==> config.mk <==
export PLATFORM = sky130hd
export DESIGN_NAME = btv_top
export DESIGN_NICKNAME = d
export VERILOG_FILES = /design/src/btv_pkg.sv /design/src/btv_channel.sv /design/src/btv_voter.sv /design/src/btv_top.sv
export VERILOG_INCLUDE_DIRS = /design/src
export SDC_FILE = /design/constraint.sdc
export NUM_CORES = 1
export LEC_CHECK = 0
export BUFFER_PORTS_ARGS = -buffer_cell sky130_fd_sc_hd__buf_2
export CAP_MARGIN = 40
export CELL_PAD_IN_SITES_DETAIL_PLACEMENT = 0
export CELL_PAD_IN_SITES_GLOBAL_PLACEMENT = 2
export CORE_MARGIN = 3
export CORE_UTILIZATION = 30
export DETAILED_ROUTE_END_ITERATION = 12
export PLACE_DENSITY_LB_ADDON = 0.1
export SLEW_MARGIN = 25
export SYNTH_ARGS = -nofsm -noshare
export SYNTH_HDL_FRONTEND = slang
export SYNTH_SLANG_ARGS = --single-unit
==> constraint.sdc <==
create_clock -name aclk -period 5.69 [get_ports aclk]
set_clock_uncertainty 0.05 [all_clocks]
set_input_delay 0.569 -clock aclk [delete_from_list [all_inputs] [get_ports aclk]]
set_output_delay 0.569 -clock aclk [all_outputs]
set_load 0.05 [all_outputs]
==> src/btv_regs.svh <==
// Register offsets, field positions, reset values and counts of the backup trip voter.
// Assumes a 10 MHz aclk and 16-bit conditioned level and pressure words.
`ifndef BTV_REGS_SVH
`define BTV_REGS_SVH
`define BTV_OFF_CTRL 8'h00
`define BTV_OFF_LOWSP 8'h04
`define BTV_OFF_PERMSP 8'h08
`define BTV_OFF_ACTDLY 8'h0C
`define BTV_OFF_PERMDLY 8'h10
`define BTV_OFF_STAT 8'h14
`define BTV_OFF_SELF 8'h18
`define BTV_CTRL_MAINT 0
`define BTV_CTRL_TEST 1
`define BTV_CTRL_CAL 2
`define BTV_CTRL_OOS_LO 4
`define BTV_SELF_XFAULT 3
`define BTV_SELF_VFAIL 4
`define BTV_RST_LOWSP 16'h4000
`define BTV_RST_PERMSP 16'h6666
`define BTV_RST_ACTDLY 16'h0100
`define BTV_RST_PERMDLY 16'h0200
`define BTV_CAL_CYC 16'h0040
`define BTV_RESP_OKAY 2'h0
`define BTV_RESP_SLVERR 2'h2
`endif

==> src/btv_pkg.sv <==
// Types shared by the backup trip voter modules.
// Assumes btv_regs.svh supplies the numeric constants.
package btv_pkg;
    typedef logic [15:0] btv_word_t;
    typedef btv_word_t [2:0] btv_levels_t;
    typedef btv_word_t [1:0] btv_press_t;
    typedef struct packed {
        logic bd_iso;
        logic turb_trip;
        logic efw;
    } btv_relay_t;
    typedef struct packed {
        btv_word_t low_sp;
        btv_word_t perm_sp;
        btv_word_t act_dly;
        btv_word_t perm_dly;
    } btv_cfg_t;
    typedef enum logic [2:0] {
        BTV_BLOCKED = 3'b001,
        BTV_ARMED = 3'b010,
        BTV_HOLDOFF = 3'b100
    } btv_perm_e;
    typedef struct packed {
        btv_word_t cnt;
        logic dem;
    } btv_chan_st_t;
    typedef struct packed {
        btv_relay_t relay;
        logic vote;
    } btv_vote_st_t;
    typedef struct packed {
        logic aw_ok;
        logic [7:0] awaddr;
        logic w_ok;
        logic [31:0] wdata;
        logic [3:0] wstrb;
        logic bvalid;
        logic [1:0] bresp;
        logic rvalid;
        logic [31:0] rdata;
        logic [1:0] rresp;
        btv_cfg_t cfg;
        logic maint;
        logic test;
        logic vtest;
        logic [2:0] oos;
        btv_word_t cal_cnt;
        btv_perm_e perm;
        btv_word_t pcnt;
        logic [2:0] vt;
        logic vfail;
        logic [2:0] cfault;
        logic xfault;
        btv_word_t plant;
    } btv_top_st_t;

    // Two-of-three majority, used by channels, voters and the self-check
    function automatic logic btv_maj3(input logic [2:0] v);
        return (v[0] & v[1]) | (v[0] & v[2]) | (v[1] & v[2]);
    endfunction : btv_maj3
endpackage : btv_pkg

==> src/btv_channel.sv <==
// One logic channel: low-level coincidence gated by the permissive, then actuation delay.
// Assumes levels and setpoints are unsigned words synchronous to aclk.
`timescale 1ns/10ps
`include "btv_regs.svh"
module btv_channel
    import btv_pkg::*;
(
    input wire logic aclk,
    input wire logic aresetn,
    input wire btv_levels_t levels,
    input wire btv_word_t low_sp,
    input wire btv_word_t act_dly,
    input wire logic armed,
    input wire logic in_service,
    output logic demand
);
    btv_chan_st_t st_q, st_d;
    logic [2:0] low;
    logic cond;

    // Per-generator low comparisons and 2oo3 coincidence with the permissive
    always_comb begin
        for (int i = 0; i < 3; i++) begin
            low[i] = levels[i] < low_sp;
        end
        cond = btv_maj3(low) & armed & in_service;
    end

    // Delay counter restarts whenever the condition drops, so brief dips never trip
    always_comb begin
        st_d = st_q;
        if (!cond) begin
            st_d.cnt = 16'h0000;
            st_d.dem = 1'b0;
        end else if (st_q.cnt >= act_dly) begin
            st_d.dem = 1'b1;
        end else begin
            st_d.cnt = st_q.cnt + 16'h0001;
        end
    end

    always_ff @(posedge aclk) begin
        if (!aresetn) begin
            st_q <= '0;
        end else begin
            st_q <= st_d;
        end
    end

    assign demand = st_q.dem;

    property p_dem_cause;
        @(posedge aclk) disable iff (!aresetn) st_q.dem |-> $past(cond);
    endproperty
    a_dem_cause: assert property (p_dem_cause) else $error("demand without trip condition");

    property p_dem_delay;
        @(posedge aclk) disable iff (!aresetn)
            $rose(st_q.dem) |-> ($past(st_q.cnt) == $past(act_dly)) && $past(cond);
    endproperty
    a_dem_delay: assert property (p_dem_delay) else $error("demand before delay ran out");
endmodule : btv_channel

==> src/btv_voter.sv <==
// One majority voting module feeding one relay panel with three actions.
// Assumes demands are registered channel outputs in the aclk domain.
`timescale 1ns/10ps
`include "btv_regs.svh"
module btv_voter
    import btv_pkg::*;
(
    input wire logic aclk,
    input wire logic aresetn,
    input wire logic [2:0] dem,
    input wire logic block,
    output logic vote,
    output btv_relay_t relay
);
    btv_vote_st_t st_q, st_d;

    // Raw vote kept for self-check; relays also gated by bypass
    always_comb begin
        st_d.vote = btv_maj3(dem);
        st_d.relay.efw = st_d.vote & ~block;
        st_d.relay.turb_trip = st_d.vote & ~block;
        st_d.relay.bd_iso = st_d.vote & ~block;
    end

    always_ff @(posedge aclk) begin
        if (!aresetn) begin
            st_q <= '0;
        end else begin
            st_q <= st_d;
        end
    end

    assign vote = st_q.vote;
    assign relay = st_q.relay;

    property p_two_of_three;
        @(posedge aclk) disable iff (!aresetn)
            $past(aresetn) && st_q.relay.efw |-> $countones($past(dem)) >= 2 && !$past(block);
    endproperty
    a_two_of_three: assert property (p_two_of_three) else $error("relay without two demands");

    property p_all_actions;
        @(posedge aclk) disable iff (!aresetn)
            st_q.relay.turb_trip == st_q.relay.efw && st_q.relay.bd_iso == st_q.relay.efw;
    endproperty
    a_all_actions: assert property (p_all_actions) else $error("relay actions disagree");
endmodule : btv_voter

==> src/btv_top.sv <==
// Backup trip actuation logic: permissive, three channels, two voters, AXI4-Lite registers.
// Assumes one 10 MHz aclk, synchronous active-low reset, inputs synchronous to aclk.
`timescale 1ns/10ps
`include "btv_regs.svh"
module btv_top
    import btv_pkg::*;
(
    input wire logic aclk,
    input wire logic aresetn,
    input wire btv_levels_t sg_level,
    input wire btv_press_t impulse_press,
    input wire logic awvalid,
    output logic awready,
    input wire logic [7:0] awaddr,
    input wire logic [2:0] awprot,
    input wire logic wvalid,
    output logic wready,
    input wire logic [31:0] wdata,
    input wire logic [3:0] wstrb,
    output logic bvalid,
    input wire logic bready,
    output logic [1:0] bresp,
    input wire logic arvalid,
    output logic arready,
    input wire logic [7:0] araddr,
    input wire logic [2:0] arprot,
    output logic rvalid,
    input wire logic rready,
    output logic [31:0] rdata,
    output logic [1:0] rresp,
    output btv_relay_t relay_a,
    output btv_relay_t relay_b,
    output logic armed_ind,
    output logic bypass_ind,
    output btv_word_t plant_status
);
    localparam btv_top_st_t RST = '{
        cfg: '{low_sp: `BTV_RST_LOWSP, perm_sp: `BTV_RST_PERMSP,
               act_dly: `BTV_RST_ACTDLY, perm_dly: `BTV_RST_PERMDLY},
        perm: BTV_BLOCKED,
        default: '0
    };

    btv_top_st_t st_q, st_d;
    logic above, armed, bypass;
    logic [2:0] dem, vin;
    logic vote_a, vote_b;
    btv_word_t stat_w;

    // Byte-lane merge of a 16-bit register with a write
    function automatic btv_word_t merge16(input btv_word_t old, input logic [31:0] d,
                                          input logic [3:0] s);
        btv_word_t r;
        r = old;
        if (s[0]) begin
            r[7:0] = d[7:0];
        end
        if (s[1]) begin
            r[15:8] = d[15:8];
        end
        return r;
    endfunction : merge16

    // Both pressures must exceed the setpoint, so one failed-high transmitter cannot arm
    assign above = (impulse_press[0] > st_q.cfg.perm_sp) &&
                   (impulse_press[1] > st_q.cfg.perm_sp);
    assign armed = st_q.perm != BTV_BLOCKED;
    // Maintenance, test and calibration all block at system level
    assign bypass = st_q.maint | st_q.test | (st_q.cal_cnt != 16'h0000);
    // During test the voters see the walking pattern instead of live demands
    assign vin = st_q.test ? st_q.vt : dem;

    // Three identical channels on the same levels and setpoints, each with its own out-of-service bit
    generate
        for (genvar g = 0; g < 3; g++) begin : g_chan
            btv_channel u_chan (
                .aclk(aclk),
                .aresetn(aresetn),
                .levels(sg_level),
                .low_sp(st_q.cfg.low_sp),
                .act_dly(st_q.cfg.act_dly),
                .armed(armed),
                .in_service(~st_q.oos[g]),
                .demand(dem[g])
            );
        end
    endgenerate

    // Two voting modules, one per relay panel
    btv_voter u_vote_a (
        .aclk(aclk),
        .aresetn(aresetn),
        .dem(vin),
        .block(bypass),
        .vote(vote_a),
        .relay(relay_a)
    );
    btv_voter u_vote_b (
        .aclk(aclk),
        .aresetn(aresetn),
        .dem(vin),
        .block(bypass),
        .vote(vote_b),
        .relay(relay_b)
    );

    // Status word shown to software, the plant computer and the board
    always_comb begin
        stat_w = 16'h0000;
        stat_w[0] = armed;
        stat_w[1] = bypass;
        stat_w[4:2] = dem;
        stat_w[5] = relay_a.efw;
        stat_w[6] = relay_b.efw;
        stat_w[7] = st_q.cal_cnt != 16'h0000;
        stat_w[10:8] = st_q.cfault;
        stat_w[11] = st_q.xfault;
        stat_w[12] = st_q.vfail;
    end

    // Next-state logic: bus slave, control, permissive and self-check
    always_comb begin
        st_d = st_q;
        st_d.plant = stat_w;
        st_d.vtest = st_q.test;
        st_d.vt = st_q.vt + 3'h1;
        if (st_q.cal_cnt != 16'h0000) begin
            st_d.cal_cnt = st_q.cal_cnt - 16'h0001;
        end

        // Permissive with off-delay; pressure back above restarts the count
        case (st_q.perm)
            BTV_BLOCKED: begin
                if (above) begin
                    st_d.perm = BTV_ARMED;
                end
            end
            BTV_ARMED: begin
                if (!above) begin
                    st_d.perm = BTV_HOLDOFF;
                    st_d.pcnt = 16'h0000;
                end
            end
            BTV_HOLDOFF: begin
                if (above) begin
                    st_d.perm = BTV_ARMED;
                end else if (st_q.pcnt >= st_q.cfg.perm_dly) begin
                    st_d.perm = BTV_BLOCKED;
                end else begin
                    st_d.pcnt = st_q.pcnt + 16'h0001;
                end
            end
            default: begin
                st_d.perm = BTV_BLOCKED;
            end
        endcase

        // Write channel: address and data latched in either order
        if (bvalid && bready) begin
            st_d.bvalid = 1'b0;
        end
        if (awvalid && awready) begin
            st_d.aw_ok = 1'b1;
            st_d.awaddr = awaddr;
        end
        if (wvalid && wready) begin
            st_d.w_ok = 1'b1;
            st_d.wdata = wdata;
            st_d.wstrb = wstrb;
        end
        if (st_q.aw_ok && st_q.w_ok) begin
            st_d.aw_ok = 1'b0;
            st_d.w_ok = 1'b0;
            st_d.bvalid = 1'b1;
            st_d.bresp = `BTV_RESP_OKAY;
            case (st_q.awaddr)
                `BTV_OFF_CTRL: begin
                    if (st_q.wstrb[0]) begin
                        st_d.maint = st_q.wdata[`BTV_CTRL_MAINT];
                        st_d.test = st_q.wdata[`BTV_CTRL_TEST];
                        if (st_q.maint) begin
                            st_d.oos = st_q.wdata[`BTV_CTRL_OOS_LO +: 3];
                            if (st_q.wdata[`BTV_CTRL_CAL]) begin
                                st_d.cal_cnt = `BTV_CAL_CYC;
                            end
                        end
                    end
                end
                `BTV_OFF_LOWSP: begin
                    if (st_q.maint) begin
                        st_d.cfg.low_sp = merge16(st_q.cfg.low_sp, st_q.wdata,
                                                  st_q.wstrb);
                    end
                end
                `BTV_OFF_PERMSP: begin
                    if (st_q.maint) begin
                        st_d.cfg.perm_sp = merge16(st_q.cfg.perm_sp, st_q.wdata,
                                                   st_q.wstrb);
                    end
                end
                `BTV_OFF_ACTDLY: begin
                    if (st_q.maint) begin
                        st_d.cfg.act_dly = merge16(st_q.cfg.act_dly, st_q.wdata,
                                                   st_q.wstrb);
                    end
                end
                `BTV_OFF_PERMDLY: begin
                    if (st_q.maint) begin
                        st_d.cfg.perm_dly = merge16(st_q.cfg.perm_dly, st_q.wdata,
                                                    st_q.wstrb);
                    end
                end
                `BTV_OFF_SELF: begin
                    if (st_q.wstrb[0]) begin
                        st_d.cfault = st_q.cfault & ~st_q.wdata[2:0];
                        st_d.xfault = st_q.xfault & ~st_q.wdata[`BTV_SELF_XFAULT];
                        st_d.vfail = st_q.vfail & ~st_q.wdata[`BTV_SELF_VFAIL];
                    end
                end
                `BTV_OFF_STAT: begin
                    st_d.bresp = `BTV_RESP_OKAY;
                end
                default: begin
                    st_d.bresp = `BTV_RESP_SLVERR;
                end
            endcase
        end

        // Self-check sets after the clear so a fault in the clear cycle survives
        for (int i = 0; i < 3; i++) begin
            if (!st_q.test && !st_q.oos[i] && dem[i] != btv_maj3(dem)) begin
                st_d.cfault[i] = 1'b1;
            end
        end
        if (vote_a != vote_b) begin
            st_d.xfault = 1'b1;
        end
        if (st_q.vtest && st_q.test &&
            (vote_a != btv_maj3(st_q.vt - 3'h1) || vote_b != btv_maj3(st_q.vt - 3'h1))) begin
            st_d.vfail = 1'b1;
        end

        // Read channel: answer one cycle after the address is taken
        if (rvalid && rready) begin
            st_d.rvalid = 1'b0;
        end
        if (arvalid && arready) begin
            st_d.rvalid = 1'b1;
            st_d.rresp = `BTV_RESP_OKAY;
            st_d.rdata = 32'h0000_0000;
            case (araddr)
                `BTV_OFF_CTRL: begin
                    st_d.rdata[`BTV_CTRL_MAINT] = st_q.maint;
                    st_d.rdata[`BTV_CTRL_TEST] = st_q.test;
                    st_d.rdata[`BTV_CTRL_OOS_LO +: 3] = st_q.oos;
                end
                `BTV_OFF_LOWSP: begin
                    st_d.rdata[15:0] = st_q.cfg.low_sp;
                end
                `BTV_OFF_PERMSP: begin
                    st_d.rdata[15:0] = st_q.cfg.perm_sp;
                end
                `BTV_OFF_ACTDLY: begin
                    st_d.rdata[15:0] = st_q.cfg.act_dly;
                end
                `BTV_OFF_PERMDLY: begin
                    st_d.rdata[15:0] = st_q.cfg.perm_dly;
                end
                `BTV_OFF_STAT: begin
                    st_d.rdata[15:0] = stat_w;
                end
                `BTV_OFF_SELF: begin
                    st_d.rdata[2:0] = st_q.cfault;
                    st_d.rdata[`BTV_SELF_XFAULT] = st_q.xfault;
                    st_d.rdata[`BTV_SELF_VFAIL] = st_q.vfail;
                end
                default: begin
                    st_d.rresp = `BTV_RESP_SLVERR;
                end
            endcase
        end
    end

    always_ff @(posedge aclk) begin
        if (!aresetn) begin
            st_q <= RST;
        end else begin
            st_q <= st_d;
        end
    end

    // Handshakes come straight from state; one write and one read in flight
    assign awready = !st_q.aw_ok && !st_q.bvalid;
    assign wready = !st_q.w_ok && !st_q.bvalid;
    assign bvalid = st_q.bvalid;
    assign bresp = st_q.bresp;
    assign arready = !st_q.rvalid;
    assign rvalid = st_q.rvalid;
    assign rdata = st_q.rdata;
    assign rresp = st_q.rresp;
    assign armed_ind = armed;
    assign bypass_ind = bypass;
    assign plant_status = st_q.plant;

    property p_arm_cause;
        @(posedge aclk) disable iff (!aresetn)
            $past(aresetn) && $rose(armed) |-> $past(above);
    endproperty
    a_arm_cause: assert property (p_arm_cause) else $error("armed without both pressures");

    property p_offdelay;
        @(posedge aclk) disable iff (!aresetn)
            $past(aresetn) && $fell(armed) |->
                $past(st_q.pcnt) == $past(st_q.cfg.perm_dly) && !$past(above);
    endproperty
    a_offdelay: assert property (p_offdelay) else $error("permissive dropped early");

    property p_locked;
        @(posedge aclk) disable iff (!aresetn)
            !st_q.maint |=> $stable(st_q.cfg);
    endproperty
    a_locked: assert property (p_locked) else $error("setpoint changed outside maintenance");

    property p_bypass_blocks;
        @(posedge aclk) disable iff (!aresetn)
            bypass |=> relay_a == 3'h0 && relay_b == 3'h0;
    endproperty
    a_bypass_blocks: assert property (p_bypass_blocks) else $error("relay during bypass");

    property p_needs_armed;
        @(posedge aclk) disable iff (!aresetn)
            $past(aresetn, 3) && relay_a.efw && !$past(st_q.test) |-> $past(armed, 2);
    endproperty
    a_needs_armed: assert property (p_needs_armed) else $error("relay while blocked");
endmodule : btv_top

==> metrics <==
status=completed; vias in the first global route=approximately 11k; Netlist cell types=67; crit path from=st_q[50]$_SDFF_PN0_; endpoint type of the worst setup path=primary output; PortBufs=164; slowest cell on the critical path=or4_4; commonest non-fill, non-tap cell in the layout=nand2_1; initial antenna violation count=0; Die Footprint=0.0476 mm2; Total Routing Usage GR=approximately 18%; core footprint=0.0443 mm2; Peak Freq=a little under 0.3 GHz; Setup Fix Bufs, Post-CTS=0; GRT Residual Overflow=0; Iteration-0 DRC Markers=around 740; RSZ-0062 raised after global routing=no; Pleak=6.09 nW; PostCTS Resize Cnt=0; fin crit share=about three fifths; Post-DP HPWL=around 34000 um; share of cells above drive strength 1=14.3%; Vias/cell=around 5; initial cell density of the core=a little under a third; clock-pin slew on the worst setup and hold paths=roughly 0.06 ns; CTS Buf Count=29; Die Height=roughly 220 um; Synth Area per Inst=~8.4 um2; post-synthesis sequential area ratio=about a third; Yosys reg bits=about 230; Clock Path Buffers=3; flop2flop setup slack=2.36 ns; final net count=around 2.0k; first-pass GRT wire length=a little under 70000 um; io pins=210; H-tree depth=1; Slew Viols, Final=0; Num Clock Sinks=about 230; count of hold-fix buffers inserted at cts=0; number of fill cells in the layout=roughly 4.7k; WS Path Type=reg2out; required time of the critical path=~5.1 ns; residual DRC count=0; crit-path cells=or4_4 > nor4_4 > nand4_2 > or3_4 > buf_2; Layout Utilization=between 30% and 40%; Final setup viols=0; Post-synth EDFFs=0; power density cells=279 mW/mm2; largest net degree at the start of global routing=71; prevailing post-synth register cell=dfxtp_1; Tmin final=about 3.4 ns; Max Fanout on Critical Path=11; yosys warns=0; Slew headroom=46.4%; Cell Rows=77; Slew @ Worst Pin=0.784 ns; setup TNS=0 ns; Final GP Congestion=a little over 0.8; 1st-pass router iterations=5; worst r2r src=st_q[124]$_SDFFE_PN0P_; antenna fix cells=0; Synth Instances=1611; Syn Std Cell Area=0.0135 mm2; overall routed net length=44700 um; worst-skew pair later-pin latency=around 0.55 ns; Hold Violations, Final=0; startpoint types=register; hold_sp=awaddr[1]; Die X=about 220 um; max_cap viols=0; crit-path max cell delay=approximately 0.57 ns; Hold Path Class=in2reg; async set-reset flop share out of synthesis=0%; Layout area overhead=15.9%; post-DR wirelength/cell=~19 um; arrival time worst endpoint=about 2.8 ns; commonest non-fill, non-tap cells in the layout=nand2_1 (242), dfxtp_1 (226), buf_2 (163); vias post-DR=between 10k and 15k; remaining antenna violation count=0; Root Buffer=clkbuf_16; maximum vdd drop=197 uV; CTS tree=built
[path summary, 6_finish.rpt]
kind | endpoint | cells after the start
worst min-delay path | st_q[205]$_SDFFE_PN0P_ | 3
worst min register to register | st_q[204]$_SDFFE_PN0P_ | 2
worst max register to register | g_chan[0].u_chan.demand$_SDFFE_PN0P_ | 10
worst max-delay path | bypass_ind | 5
[cell type report]
class / instances / area (um2) / area share (%)
Tap cell: 592 / 741 / 4.74
Multi-Input combinational cell: 1194 / 8030 / 51.4
Timing Repair Buffer: 179 / 980 / 6.27
Inverter: 87 / 327 / 2.09
Clock inverter: 14 / 206 / 1.32
Clock buffer: 39 / 823 / 5.27
Sequential cell: 226 / 4520 / 28.9
[stage by stage]
step                hold slack (ns)  total power [mW]  area, um2  cells  setup WS [ns]
CTS                           0.193              4.42      15600   2327           2.24
global placement              0.402              2.40      14500   2269           2.16
floorplan                     0.380              2.25      13600   1631           2.94
detailed placement            0.401              2.41      14600   2274           2.17
finish                        0.218              4.36      15600   2331           2.32
global route                  0.206              4.57      15600   2331           2.14
[power by group]
part           total (mW)  switching (mW)  internal, mW
combinational       0.622           0.375         0.247
sequential           1.75          0.0873          1.66
clock                1.99           0.752          1.24
total                4.36            1.21          3.14
[routing by layer]
layer / GRT usage, % / part of all wire, %
met5: 0 / 0
met4: 4.61 / 2.2
met3: 2.52 / 4.6
met2: 28.8 / 43
met1: 26.9 / 50
[critical path: cells and delay by family (launching register included)]
kind | cells | cell delay (ns)
DFF | 1 | 0.33
and+or+nand+nor | 4 | 1.64
buffers and inverters | 1 | 0.23
[sequential cells by signal (all words and copies together), names as in the netlist, 3 cells and up]
register,flops
g_chan.u_chan.st_q,48
rdata,16
st_q,135
st_d,6
plant_status,12
g_chan.u_chan.demand,3
[cell usage after synthesis, drive strengths merged (18+ instances only)]
| master | instances | share of area [%] |
|---|---|---|
| a21oi | 62 | 2.3 |
| and2 | 18 | 0.85 |
| clkbuf | 61 | 1.7 |
| and3 | 26 | 1.2 |
| xnor2 | 36 | 2.3 |
| nor3 | 51 | 1.9 |
| a21boi | 89 | 5.0 |
| nand2 | 243 | 6.8 |
| a21o | 26 | 1.4 |
| nand3 | 38 | 1.4 |
| buf | 63 | 3.5 |
| o21ai | 50 | 1.9 |
| or4 | 19 | 1.1 |
| ha | 147 | 14 |
| a22oi | 19 | 1.1 |
| inv | 87 | 2.4 |
| a211oi | 34 | 1.9 |
| o31ai | 20 | 1.1 |
| dfxtp | 226 | 34 |
| o211ai | 20 | 1.1 |
| nor2b | 22 | 1.0 |
| nand4 | 34 | 1.6 |
| nor2 | 59 | 1.6 |
[kinds of logic (layout without fill, tap and decap cells)]
family / count (synthesis) / count (layout) / share of synthesized area (%)
AOI/OAI and AO/OA: 391 / 391 / 20.2
muxes: 8 / 8 / 0.593
buffers and inverters: 211 / 319 / 7.58
DFF: 226 / 226 / 33.5
other: 1 / 21 / 0.0278
and+or+nand+nor: 578 / 578 / 21.3
xor gates and xnor gates: 49 / 49 / 3.18
adders and majority gates: 147 / 147 / 13.6
Note: power is estimated with default switching activity, not from simulation.
